## src/aums_pkg.sv

```systemverilog
// shared constants for the auxiliary under-voltage and measurement status registers
package aums_pkg;
  // register word indices; byte address is four times the index
  localparam logic [13:0] AUMS_IDX_UV = 14'h1829;
  localparam logic [13:0] AUMS_IDX_MEAS = 14'h183E;
  localparam logic [13:0] AUMS_IDX_CTRL = 14'h1840;
  // index windows whose reads retire the ready flags
  localparam logic [13:0] AUMS_IDX_SAFE_LO = 14'h1900;
  localparam logic [13:0] AUMS_IDX_SAFE_HI = 14'h190F;
  localparam logic [13:0] AUMS_IDX_PER_LO = 14'h1A00;
  localparam logic [13:0] AUMS_IDX_PER_HI = 14'h1A3F;
  // bus widths
  localparam int AUMS_AW = 16;
  localparam int AUMS_DW = 32;
  // under-voltage register layout
  localparam int AUMS_NUV = 5;
  localparam int AUMS_UV_EXTRA = 4;
  // measurement status layout
  localparam int AUMS_MS_FLT_LSB = 12;
  localparam int AUMS_MS_SYNC = 9;
  localparam int AUMS_MS_PER = 8;
  localparam int AUMS_NCH = 6;
  localparam int AUMS_NFLT = 4;
  // control register layout
  localparam int AUMS_CTRL_MODE = 0;
  // reset values
  localparam logic [15:0] AUMS_UV_RST = 16'h0000;
  localparam logic [15:0] AUMS_MEAS_RST = 16'h0000;
  localparam logic [15:0] AUMS_CTRL_RST = 16'h0000;
  // samples needed before an application result may be captured
  localparam int AUMS_SAMPLES_MIN = 16;
  // periodic update modes
  typedef enum logic {
    AUMS_PER_AUTO,
    AUMS_PER_ONCE
  } aums_per_mode_t;
endpackage

```

## src/aums_flag.sv

```systemverilog
// sticky status flag where a new event outranks a clear
`timescale 1ns/100ps
module aums_flag (
  // clock and reset
  input wire logic pclk,
  input wire logic presetn,
  // event and clear
  input wire logic set_i,
  input wire logic clr_i,
  // flag state
  output logic flag
);
  logic flag_q;

  // set wins over a clear in the same cycle
  always_ff @(posedge pclk or negedge presetn) begin
    if (!presetn) begin
      flag_q <= 1'b0;
    end else if (set_i) begin
      flag_q <= 1'b1;
    end else if (clr_i) begin
      flag_q <= 1'b0;
    end
  end

  assign flag = flag_q;
endmodule // aums_flag

```

## src/aums_cnt.sv

```systemverilog
// per-input sample counter that reports when enough samples are held
`timescale 1ns/100ps
module aums_cnt #(
  parameter int THRESH = 16
) (
  // clock and reset
  input wire logic pclk,
  input wire logic presetn,
  // sample and capture events
  input wire logic sample_i,
  input wire logic capture_i,
  // ready state
  output logic ready
);
  localparam int W = $clog2(THRESH + 1);
  localparam logic [W-1:0] TOP = W'(THRESH);
  logic [W-1:0] cnt_q;

  // count samples, saturate at the threshold, restart on capture
  always_ff @(posedge pclk or negedge presetn) begin
    if (!presetn) begin
      cnt_q <= '0;
    end else if (capture_i) begin
      cnt_q <= sample_i ? W'(1) : '0;
    end else if (sample_i && cnt_q != TOP) begin
      cnt_q <= cnt_q + W'(1);
    end
  end

  assign ready = (cnt_q >= TOP);
endmodule // aums_cnt

```

## src/aums_regs.sv

```systemverilog
// apb status register bank for auxiliary under-voltage and measurement state
//
// Summary of operation
// - bit 4 of the under-voltage register at index 1829h is the extra input flag, cleared by a read.
// - bits 3 to 0 of that register are the latched flags of inputs 3 to 0, cleared by a read.
// - an under-voltage flag reads 1 once seen and 0 otherwise, and is 0 after reset.
// - bits 15 to 5 of the under-voltage register read zero and ignore writes.
// - bit 15 of the measurement status at index 183Eh shows a measurement fault, 0 after reset.
// - bit 14 shows a communication fault, 0 after reset.
// - bit 13 shows an analog fault, 0 after reset.
// - bit 12 shows a supply error, 0 after reset.
// - bits 11 and 10 of the measurement status read zero.
// - bit 9 sets on synchronous results and clears on any read in the safety result window.
// - bit 8 sets on periodic results and clears by a window read in auto mode or a once write in once mode.
// - bits 5 to 0 read 1 once an input has at least 16 samples, else 0.
`timescale 1ns/100ps
module aums_regs
  import aums_pkg::*;
#(
  parameter int NCH = AUMS_NCH,
  parameter int SAMPLES = AUMS_SAMPLES_MIN
) (
  // clock and reset
  input wire logic pclk,
  input wire logic presetn,
  // apb request
  input wire logic psel,
  input wire logic penable,
  input wire logic pwrite,
  input wire logic [AUMS_AW-1:0] paddr,
  input wire logic [AUMS_DW-1:0] pwdata,
  input wire logic [3:0] pstrb,
  // apb answer
  output logic pready,
  output logic [AUMS_DW-1:0] prdata,
  output logic pslverr,
  // asynchronous detector levels: bits 3..0 inputs 3..0, bit 4 extra input
  input wire logic [AUMS_NUV-1:0] uv_level,
  // asynchronous fault levels
  input wire logic measurement_fault_level,
  input wire logic communication_fault_level,
  input wire logic analog_fault_level,
  input wire logic supply_fault_level,
  // same-clock result events
  input wire logic sync_done_pulse,
  input wire logic periodic_done_pulse,
  // same-clock per-channel sample and capture events, indexed by status bit
  input wire logic [NCH-1:0] sample_pulse,
  input wire logic [NCH-1:0] capture_pulse
);
  localparam int NSY = AUMS_NUV + AUMS_NFLT;

  // synchroniser stages
  logic [NSY-1:0] meta_q;
  logic [NSY-1:0] sync_q;
  // bus answer registers
  logic pready_q;
  logic [AUMS_DW-1:0] prdata_q;
  logic pslverr_q;
  // control state
  aums_per_mode_t mode_q;
  // flag states
  logic [AUMS_NUV-1:0] uv_flag;
  logic sync_rdy;
  logic per_rdy;
  logic [NCH-1:0] ch_rdy;
  // decode
  logic [13:0] idx;
  logic acc;
  logic take;
  logic done;
  logic rd_done;
  logic wr_done;
  logic hit_uv;
  logic hit_meas;
  logic hit_ctrl;
  logic in_safe;
  logic in_per;
  logic mapped;
  // read words and clear terms
  logic [15:0] uv_word;
  logic [15:0] meas_word;
  logic [15:0] ctrl_word;
  logic [15:0] rd_word;
  logic [AUMS_NUV-1:0] uv_clr;
  logic sync_clr;
  logic per_clr;
  logic once_wr;
  logic [AUMS_NFLT-1:0] flt;

  // two-stage synchroniser for the asynchronous levels
  always_ff @(posedge pclk or negedge presetn) begin
    if (!presetn) begin
      meta_q <= '0;
      sync_q <= '0;
    end else begin
      meta_q <= {measurement_fault_level, communication_fault_level,
                 analog_fault_level, supply_fault_level, uv_level};
      sync_q <= meta_q;
    end
  end

  // fault summary in register order 15..12
  assign flt = sync_q[NSY-1:AUMS_NUV];

  // apb phase decode
  assign idx = paddr[AUMS_AW-1:2];
  assign acc = psel & penable;
  assign take = acc & ~pready_q;
  assign done = acc & pready_q;
  assign rd_done = done & ~pwrite;
  assign wr_done = done & pwrite;

  // address decode
  assign hit_uv = (idx == AUMS_IDX_UV);
  assign hit_meas = (idx == AUMS_IDX_MEAS);
  assign hit_ctrl = (idx == AUMS_IDX_CTRL);
  assign in_safe = (idx >= AUMS_IDX_SAFE_LO) && (idx <= AUMS_IDX_SAFE_HI);
  assign in_per = (idx >= AUMS_IDX_PER_LO) && (idx <= AUMS_IDX_PER_HI);
  assign mapped = hit_uv | hit_meas | hit_ctrl | in_safe | in_per;

  // one wait state: take in the first access cycle, complete in the second
  always_ff @(posedge pclk or negedge presetn) begin
    if (!presetn) begin
      pready_q <= 1'b0;
    end else begin
      pready_q <= take;
    end
  end

  // read data and error captured when the request is taken
  always_ff @(posedge pclk or negedge presetn) begin
    if (!presetn) begin
      prdata_q <= '0;
      pslverr_q <= 1'b0;
    end else if (take) begin
      prdata_q <= pwrite ? '0 : {16'h0000, rd_word};
      pslverr_q <= ~mapped;
    end else if (done) begin
      prdata_q <= '0;
      pslverr_q <= 1'b0;
    end
  end

  assign pready = pready_q;
  assign prdata = prdata_q;
  assign pslverr = pslverr_q;

  // under-voltage word; upper bits tied low and never written
  always_comb begin
    uv_word = AUMS_UV_RST;
    uv_word[AUMS_NUV-1:0] = uv_flag;
  end

  // measurement status word
  always_comb begin
    meas_word = AUMS_MEAS_RST;
    meas_word[AUMS_MS_FLT_LSB +: AUMS_NFLT] = flt;
    meas_word[AUMS_MS_SYNC] = sync_rdy;
    meas_word[AUMS_MS_PER] = per_rdy;
    meas_word[NCH-1:0] = ch_rdy;
  end

  // control word shows the periodic update mode
  always_comb begin
    ctrl_word = AUMS_CTRL_RST;
    ctrl_word[AUMS_CTRL_MODE] = mode_q;
  end

  // read multiplexer; result windows read zero here
  always_comb begin
    if (hit_uv) begin
      rd_word = uv_word;
    end else if (hit_meas) begin
      rd_word = meas_word;
    end else if (hit_ctrl) begin
      rd_word = ctrl_word;
    end else begin
      rd_word = 16'h0000;
    end
  end

  // periodic update mode, written through the control register
  always_ff @(posedge pclk or negedge presetn) begin
    if (!presetn) begin
      mode_q <= AUMS_PER_AUTO;
    end else if (wr_done && hit_ctrl && pstrb[0]) begin
      mode_q <= aums_per_mode_t'(pwdata[AUMS_CTRL_MODE]);
    end
  end

  // only bits that were returned as set are cleared, so later events survive
  assign uv_clr = (rd_done && hit_uv) ? prdata_q[AUMS_NUV-1:0] : '0;

  // synchronous ready retires on any read of the safety window
  assign sync_clr = rd_done & in_safe;

  // periodic ready retires by window read in auto mode or once write in once mode
  assign once_wr = wr_done & hit_ctrl & pstrb[0] &
                   (pwdata[AUMS_CTRL_MODE] == AUMS_PER_ONCE);
  assign per_clr = (mode_q == AUMS_PER_AUTO) ? (rd_done & in_per)
                                             : once_wr;

  // sticky under-voltage flags, set while the synced level is high
  for (genvar i = 0; i < AUMS_NUV; i++) begin : g_uv
    aums_flag u_flag (
      .pclk(pclk),
      .presetn(presetn),
      .set_i(sync_q[i]),
      .clr_i(uv_clr[i]),
      .flag(uv_flag[i])
    );
  end

  // synchronous result ready flag
  aums_flag u_sync (
    .pclk(pclk),
    .presetn(presetn),
    .set_i(sync_done_pulse),
    .clr_i(sync_clr),
    .flag(sync_rdy)
  );

  // periodic result ready flag
  aums_flag u_per (
    .pclk(pclk),
    .presetn(presetn),
    .set_i(periodic_done_pulse),
    .clr_i(per_clr),
    .flag(per_rdy)
  );

  // per-channel application readiness from sample counts
  for (genvar c = 0; c < NCH; c++) begin : g_ch
    aums_cnt #(
      .THRESH(SAMPLES)
    ) u_cnt (
      .pclk(pclk),
      .presetn(presetn),
      .sample_i(sample_pulse[c]),
      .capture_i(capture_pulse[c]),
      .ready(ch_rdy[c])
    );
  end
endmodule // aums_regs

```

## config.mk

```make
export PLATFORM = sky130hd
export DESIGN_NAME = aums_regs
export DESIGN_NICKNAME = d
export VERILOG_FILES = /design/src/aums_pkg.sv /design/src/aums_flag.sv /design/src/aums_cnt.sv /design/src/aums_regs.sv
export SDC_FILE = /design/constraint.sdc
export NUM_CORES = 1
export LEC_CHECK = 0
export BUFFER_PORTS_ARGS = -buffer_cell sky130_fd_sc_hd__buf_2
export CORE_MARGIN = 2
export CORE_UTILIZATION = 46
export CTS_BUF_LIST = sky130_fd_sc_hd__clkbuf_8 sky130_fd_sc_hd__clkbuf_16
export DETAILED_ROUTE_END_ITERATION = 6
export PLACE_DENSITY = 0.76
export SLEW_MARGIN = 5
export SYNTH_ARGS = -nofsm -noshare
export SYNTH_HDL_FRONTEND = slang
export SYNTH_HIERARCHICAL = 1
export SYNTH_SLANG_ARGS = --single-unit
```

## constraint.sdc

```tcl
create_clock -name pclk -period 1.4 [get_ports pclk]
set_input_delay 0.07 -clock pclk [delete_from_list [all_inputs] [get_ports pclk]]
set_output_delay 0.07 -clock pclk [all_outputs]
set_load 0.01 [all_outputs]
```

==> flow_summary.toml, run 1 <==
[run_status]
status = "finished clean"

[synthesis]
synth-adder-area-share_pct = 4.20
yosysUniqueCellTypes = 46
postSynthCellCount = 316
ys_seq_area_share_pct = 49.1
synth-edff-count = 0
yosysWarnings = 6
synth_mux_area_share_pct = 2.00
syn_avg_cell_area_um2 = 11.3
yosys_register_bits = 70
synth-compound-area-share_pct = 10.3
syn-cell-area_mm2 = 0.00357
synth_top_family_by_area = "simple AND/OR/NAND/NOR gates"
synth_xor_area_share_pct = 2.94
yosys.area_share.simple_pct = 23.3
synthArstFlopShare_pct = 100
synth_top_flop_cell = "dfrtp_1"

[setup_path]
cp_max_fo = 4
critical_path_required_ps = 1670
cp.arrival_ps = 1590
start_kind = "flop"
worstSetupPathType = "reg -> reg"
cp-end-kind = "flop"

[floorplanning]
core-area_mm2 = 0.00761
die_w_um = 92.1
initial_utilization_pct = 46.9
io_pins = 114
die_area_mm2 = 0.00848
die_y_um = 92.1
row_count = 32

[placement]
dp.cells = 476
dp_hpwl_um = 4780
place_worst_setup_slack_ps = -15.8
post_dp_cell_area_mm2 = 0.00396
gp_congestion = 0.835
port_buffers = 57

[cts]
clock-sinks = 70
clk_path_buf_depth = 2
clockRootBuffer = "clkbuf_8"
h-tree-depth = 3
cts_buffers = 9
clk_latency_ps = 350
clk_transition_reported_paths_ps = 80
cts_tree = "done"

[route]
firstDrtPassIters = 4
vias = 2599
drtIter0Drc = 139
remaining_drc_errors = 0
via_per_inst = 5.05
routedWlPerCell_um = 13.2
postRouteAntennaNets = 0
drt-total-wl_um = 6800

[global_route]
grt_pass1_vias = 2500
grt_max_degree = 71
gr-total-overflow = 0
antenna_found_initial = 0
grt_pass1_wl_um = 11300
grt_use_total_pct = 16.9

[timing]
setup_viol_count_final = 0
worst_hold_slack_ps = 25.4
finClkSkew_ps = 14.8
hold_viol_final = 0
period_share_pct = 94.0
worst_slack_ps = 83.4
setup_tns_ps = 0
min_period_ps = 1320
drv_slew = 0
clock.fmax_mhz = 760

[finish]
multi_input_area_mm2 = 0.00162
n_fill_cell = 631
nets = 500
design_area_mm2 = 0.00443
syn2layout_area_growth_pct = 24.0
drive_gt1_share_pct = 27.1
stdcell_count = 515
diodes = 0
register_area_mm2 = 0.00175

[power]
ir_drop_v = 0.000463
powerDensity_mw_per_mm2 = 1010
leakage_nw = 2.06

[job]
maxCapViolCount = 0

[min_path]
min_path_type = "in -> reg"
[per-stage QoR]
step,utilization (%),total power [mW]
6_report,58.2,4.48
5_1_grt,58.2,4.68
4_1_cts,57.7,4.50
3_5_place_dp,52.0,2.66
3_3_place_gp,52.0,2.63
2_1_floorplan,-,2.48
[placed cells by master (no fill, tap or decap), drive strengths merged, types with 9 or more instances in the layout]
cell type     n
and2          9
buf          70
clkbuf       10
conb         20
dfrtp        70
dlygate4sd3  21
ha           12
inv          25
nand2        17
nand2b       18
nand4        16
nor2         24
xor2         12
[worst max-delay path, cell delays in order (launching register included)]
cell and delay, ps:
dfrtp_1 410, inv_1 70, ha_1 200, and4bb_4 220, nor2b_4 140, mux2i_1 200
[logic make-up after synthesis]
logic type                 after synthesis
other                                    1
muxes                                    7
adders and majority gates               12
xor gates and xnor gates                12
and+or+nand+nor                        116
DFF                                     70
buffers and inverters                   54
AOI/OAI and AO/OA                       44
[layout make-up]
class                   count  share of cell area (%)
multi-input cells         211                    36.6
flip-flops and latches     70                    39.6
clock buffers              10                    3.11
clock inverters             6                    1.92
repair buffers             91                    13.8
well taps                 102                    2.88
inverters                  25                    2.12
[state kept, by name (all words and copies together), names as in the netlist]
name,count
g_ch.u_cnt/cnt_q,30
g_uv.u_flag/flag,5
meta_q,9
mode_q,1
prdata,12
pready,1
pslverr,1
sync_q,9
u_per/flag,1
u_sync/flag,1
[cell usage after synthesis, types with 4 or more instances]
cell type	number	share of area (%)
a211oi_1	6	1.3
a221o_1	4	1.1
nand2_1	17	1.8
dfrtp_1	70	49
o221ai_1	6	1.5
xor2_1	12	2.9
nand4_1	15	2.6
clkbuf_1	7	0.74
and2_1	9	1.6
ha_1	12	4.2
and4bb_4	7	3.2
nor2_1	23	2.4
mux2i_1	6	1.7
buf_4	21	4.4
nand3_1	4	0.56
a22o_1	7	1.7
a21o_1	7	1.5
nand2b_1	18	3.2
inv_1	25	2.6
a31o_1	6	1.5
nor2b_4	6	2.3
[what timing repair did]
action	in CTS	in global routing
endpoints found under the setup margin	5	9
gates resized for setup	1	5
hold endpoints to repair	96	0
hold buffers	21	0
pin swaps	0	3
buffers inserted	0	2
[power breakdown]
| group | leakage [nW] | switching [mW] | internal (mW) |
|---|---|---|---|
| combinational | 1.08 | 0.270 | 0.235 |
| clock | 0.108 | 0.753 | 1.04 |
| sequential | 0.876 | 0.0670 | 2.10 |
[path summary, 6_finish.rpt]
path	slack, ps	startpoint	endpoint	cells after the start
min reg2reg	350	meta_q[6]	sync_q[6]	0
min	30	sample_pulse[4]	g_ch[4].u_cnt/cnt_q[0]	3
max reg2reg	80	g_ch[1].u_cnt/cnt_q[0]	g_ch[1].u_cnt/cnt_q[1]	5
max in group asynchronous	820	presetn	pready	3
max	80	g_ch[1].u_cnt/cnt_q[0]	g_ch[1].u_cnt/cnt_q[1]	5
min in group asynchronous	240	presetn	prdata[15]	3
[per-layer routing]
| metal | GRT usage, % | vias up | part of all wire, % |
|---|---|---|---|
| li1 | - | 1252 | - |
| met4 | 7.21 | 0 | 2.1 |
| met2 | 26.9 | 86 | 47 |
| met3 | 5.09 | 15 | 5.5 |
| met1 | 21.6 | 1246 | 45 |
| met5 | 0 | - | 0 |
Power figures use the tool's default switching activity.
==> run 2, diff against run 1 <==
CORE_MARGIN = 1.5   (was 2)
==> flow_summary.toml, run 2 (synthesis results as in run 1) <==
[finish]
diodes = 0
drive_gt1_share_pct = 27.7
syn2layout_area_growth_pct = 24.2
largest_register_ffs = 30
top_register = "g_ch.u_cnt/cnt_q"
final_cell_mix = "dfrtp_1, buf_2, inv_1"
nets = 499
design_area_mm2 = 0.00444
layout_commonest_cell = "dfrtp_1"

[timing]
rsz0062_at_grt = "yes"
clock.fmax_mhz = 739
finClkSkew_ps = 7.16
min_period_ps = 1350
period_share_pct = 96.7
hold_viol_final = 0
drv_slew = 0
setup_tns_ps = 0
setup_viol_count_final = 0
worst_slack_ps = 46.4

[route]
drt-total-wl_um = 6880
postRouteAntennaNets = 0
routedWlPerCell_um = 13.5
firstDrtPassIters = 4
via_per_inst = 5.04
vias = 2575
drtIter0Drc = 121
remaining_drc_errors = 0

[cts]
clockRootBuffer = "clkbuf_8"
h-tree-depth = 3
clk_transition_reported_paths_ps = 80
clock-sinks = 70
cts_buffers = 9
clk_latency_ps = 330
cts_tree = "done"
clk_path_buf_depth = 2
post_cts_buffers = 0

[global_route]
gr-total-overflow = 0
grt_max_degree = 33
antenna_found_initial = 0
grt_use_total_pct = 17.6
grt_pass1_wl_um = 11500
grt_pass1_vias = 2571

[min_path]
holdCritStartpoint = "sample_pulse[5]"
min_to = "g_ch[5].u_cnt/cnt_q[0]"
min_path_type = "in -> reg"
whs_path_depth = 3

[setup_path]
slowest_delay_ps = 370
cp_slowest_cell = "dfrtp_2"
cp.arrival_ps = 1570
regToRegSetupSlack_ps = 50
path_cells = "nand3_2 -> or2_4 -> nor2_4 -> buf_6 -> and2_1 -> inv_1 -> a21o_1"
cp_max_fo = 5
ff2ff_path_depth = 7
start_kind = "flop"
regToRegEndpoint = "g_uv[1].u_flag/flag"
worstSetupPathType = "reg -> reg"
critical_path_required_ps = 1620
cp_num_buf_inv = 2
critPathTopFamily = "simple AND/OR/NAND/NOR gates"
cp-end-kind = "flop"
r2r_start = "pready"

[floorplanning]
die_area_mm2 = 0.00830
die_w_um = 91.1
row_count = 31
initial_utilization_pct = 48.5
core-area_mm2 = 0.00737
die_y_um = 91.1
io_pins = 114

[placement]
port_buffers = 57
gp_congestion = 0.795
dp_hpwl_um = 5010
post_dp_cell_area_mm2 = 0.00399
place_worst_setup_slack_ps = -16.8

[power]
p_total_mw = 4.48
leakage_nw = 2.07
ir_drop_v = 0.000452
powerDensity_mw_per_mm2 = 1010

[job]
maxCapViolCount = 0

[run_status]
status = "finished clean"
[run 2: changes by cell type in the layout (fill, tap and decap cells not counted)]
cell and delta:
and2_1 -1, and2_4 +1, buf_12 +1, clkinv_2 -2
clkinv_4 +2, clkinvlp_4 -1, dlygate4sd3_1 -2, inv_6 +1
[run 2: worst reg2reg max path: stages, from the launching register on]
cell     delay (ps)
dfrtp_2         370
nand3_2          60
or2_4           280
nor2_4           90
buf_6           120
and2_1          120
inv_1            50
a21o_1          160
[run 2: timing repair]
action                     CTS  global route
gates resized for setup      1             6
setup endpoints to repair    5            10
pin swaps                    0             3
hold endpoints to repair    94             0
hold buffers                19             0
cloned                       0             0
[run 2: layer usage]
layer  track usage [%]  share of wire [%]  vias to the layer above  wire length [µm]
li1                  -                  -                     1245                 -
met1              21.5                 45                     1259              3100
met2              28.7                 48                       63              3320
met3              5.28                5.1                        8               352
met4              7.29                1.6                        0               110
met5                 0                  0                        -                 0
[run 2: worst max-delay path by stage]
stage | start | slack [ps] | depth (start not counted) | end
3_5_place_dp | pready | -20 | 7 | g_uv[3].u_flag/flag
5_1_grt | pready | -30 | 7 | g_uv[1].u_flag/flag
3_3_place_gp | pready | -1 | 7 | g_uv[2].u_flag/flag
4_1_cts | pready | 9 | 7 | g_uv[1].u_flag/flag
2_1_floorplan | pready | 6 | 6 | g_uv[1].u_flag/flag
6_report | pready | 50 | 7 | g_uv[1].u_flag/flag
[run 2: per-stage QoR]
stage / hold slack (ps) / cells / util, %
after floorplan: -226 / 335 / -
after global placement: -14.3 / 476 / 54.1
after detailed placement: -12.1 / 476 / 54.1
after CTS: 18.0 / 511 / 59.9
after global routing: 38.5 / 511 / 60.2
final: 39.1 / 511 / 60.2
[run 2: power breakdown]
group	switching [mW]	internal (mW)	total [mW]
clock	0.746	1.06	1.81
sequential	0.0709	2.10	2.18
combinational	0.265	0.229	0.494
[run 2: layout make-up]
class,count,area [µm²]
fill,615,2930
tap,99,124
timing repair buffer,90,609
inverter,25,93.8
clock inverter,6,93.8
multi-input combinational,211,1620
clock buffer,10,138
sequential,70,1750
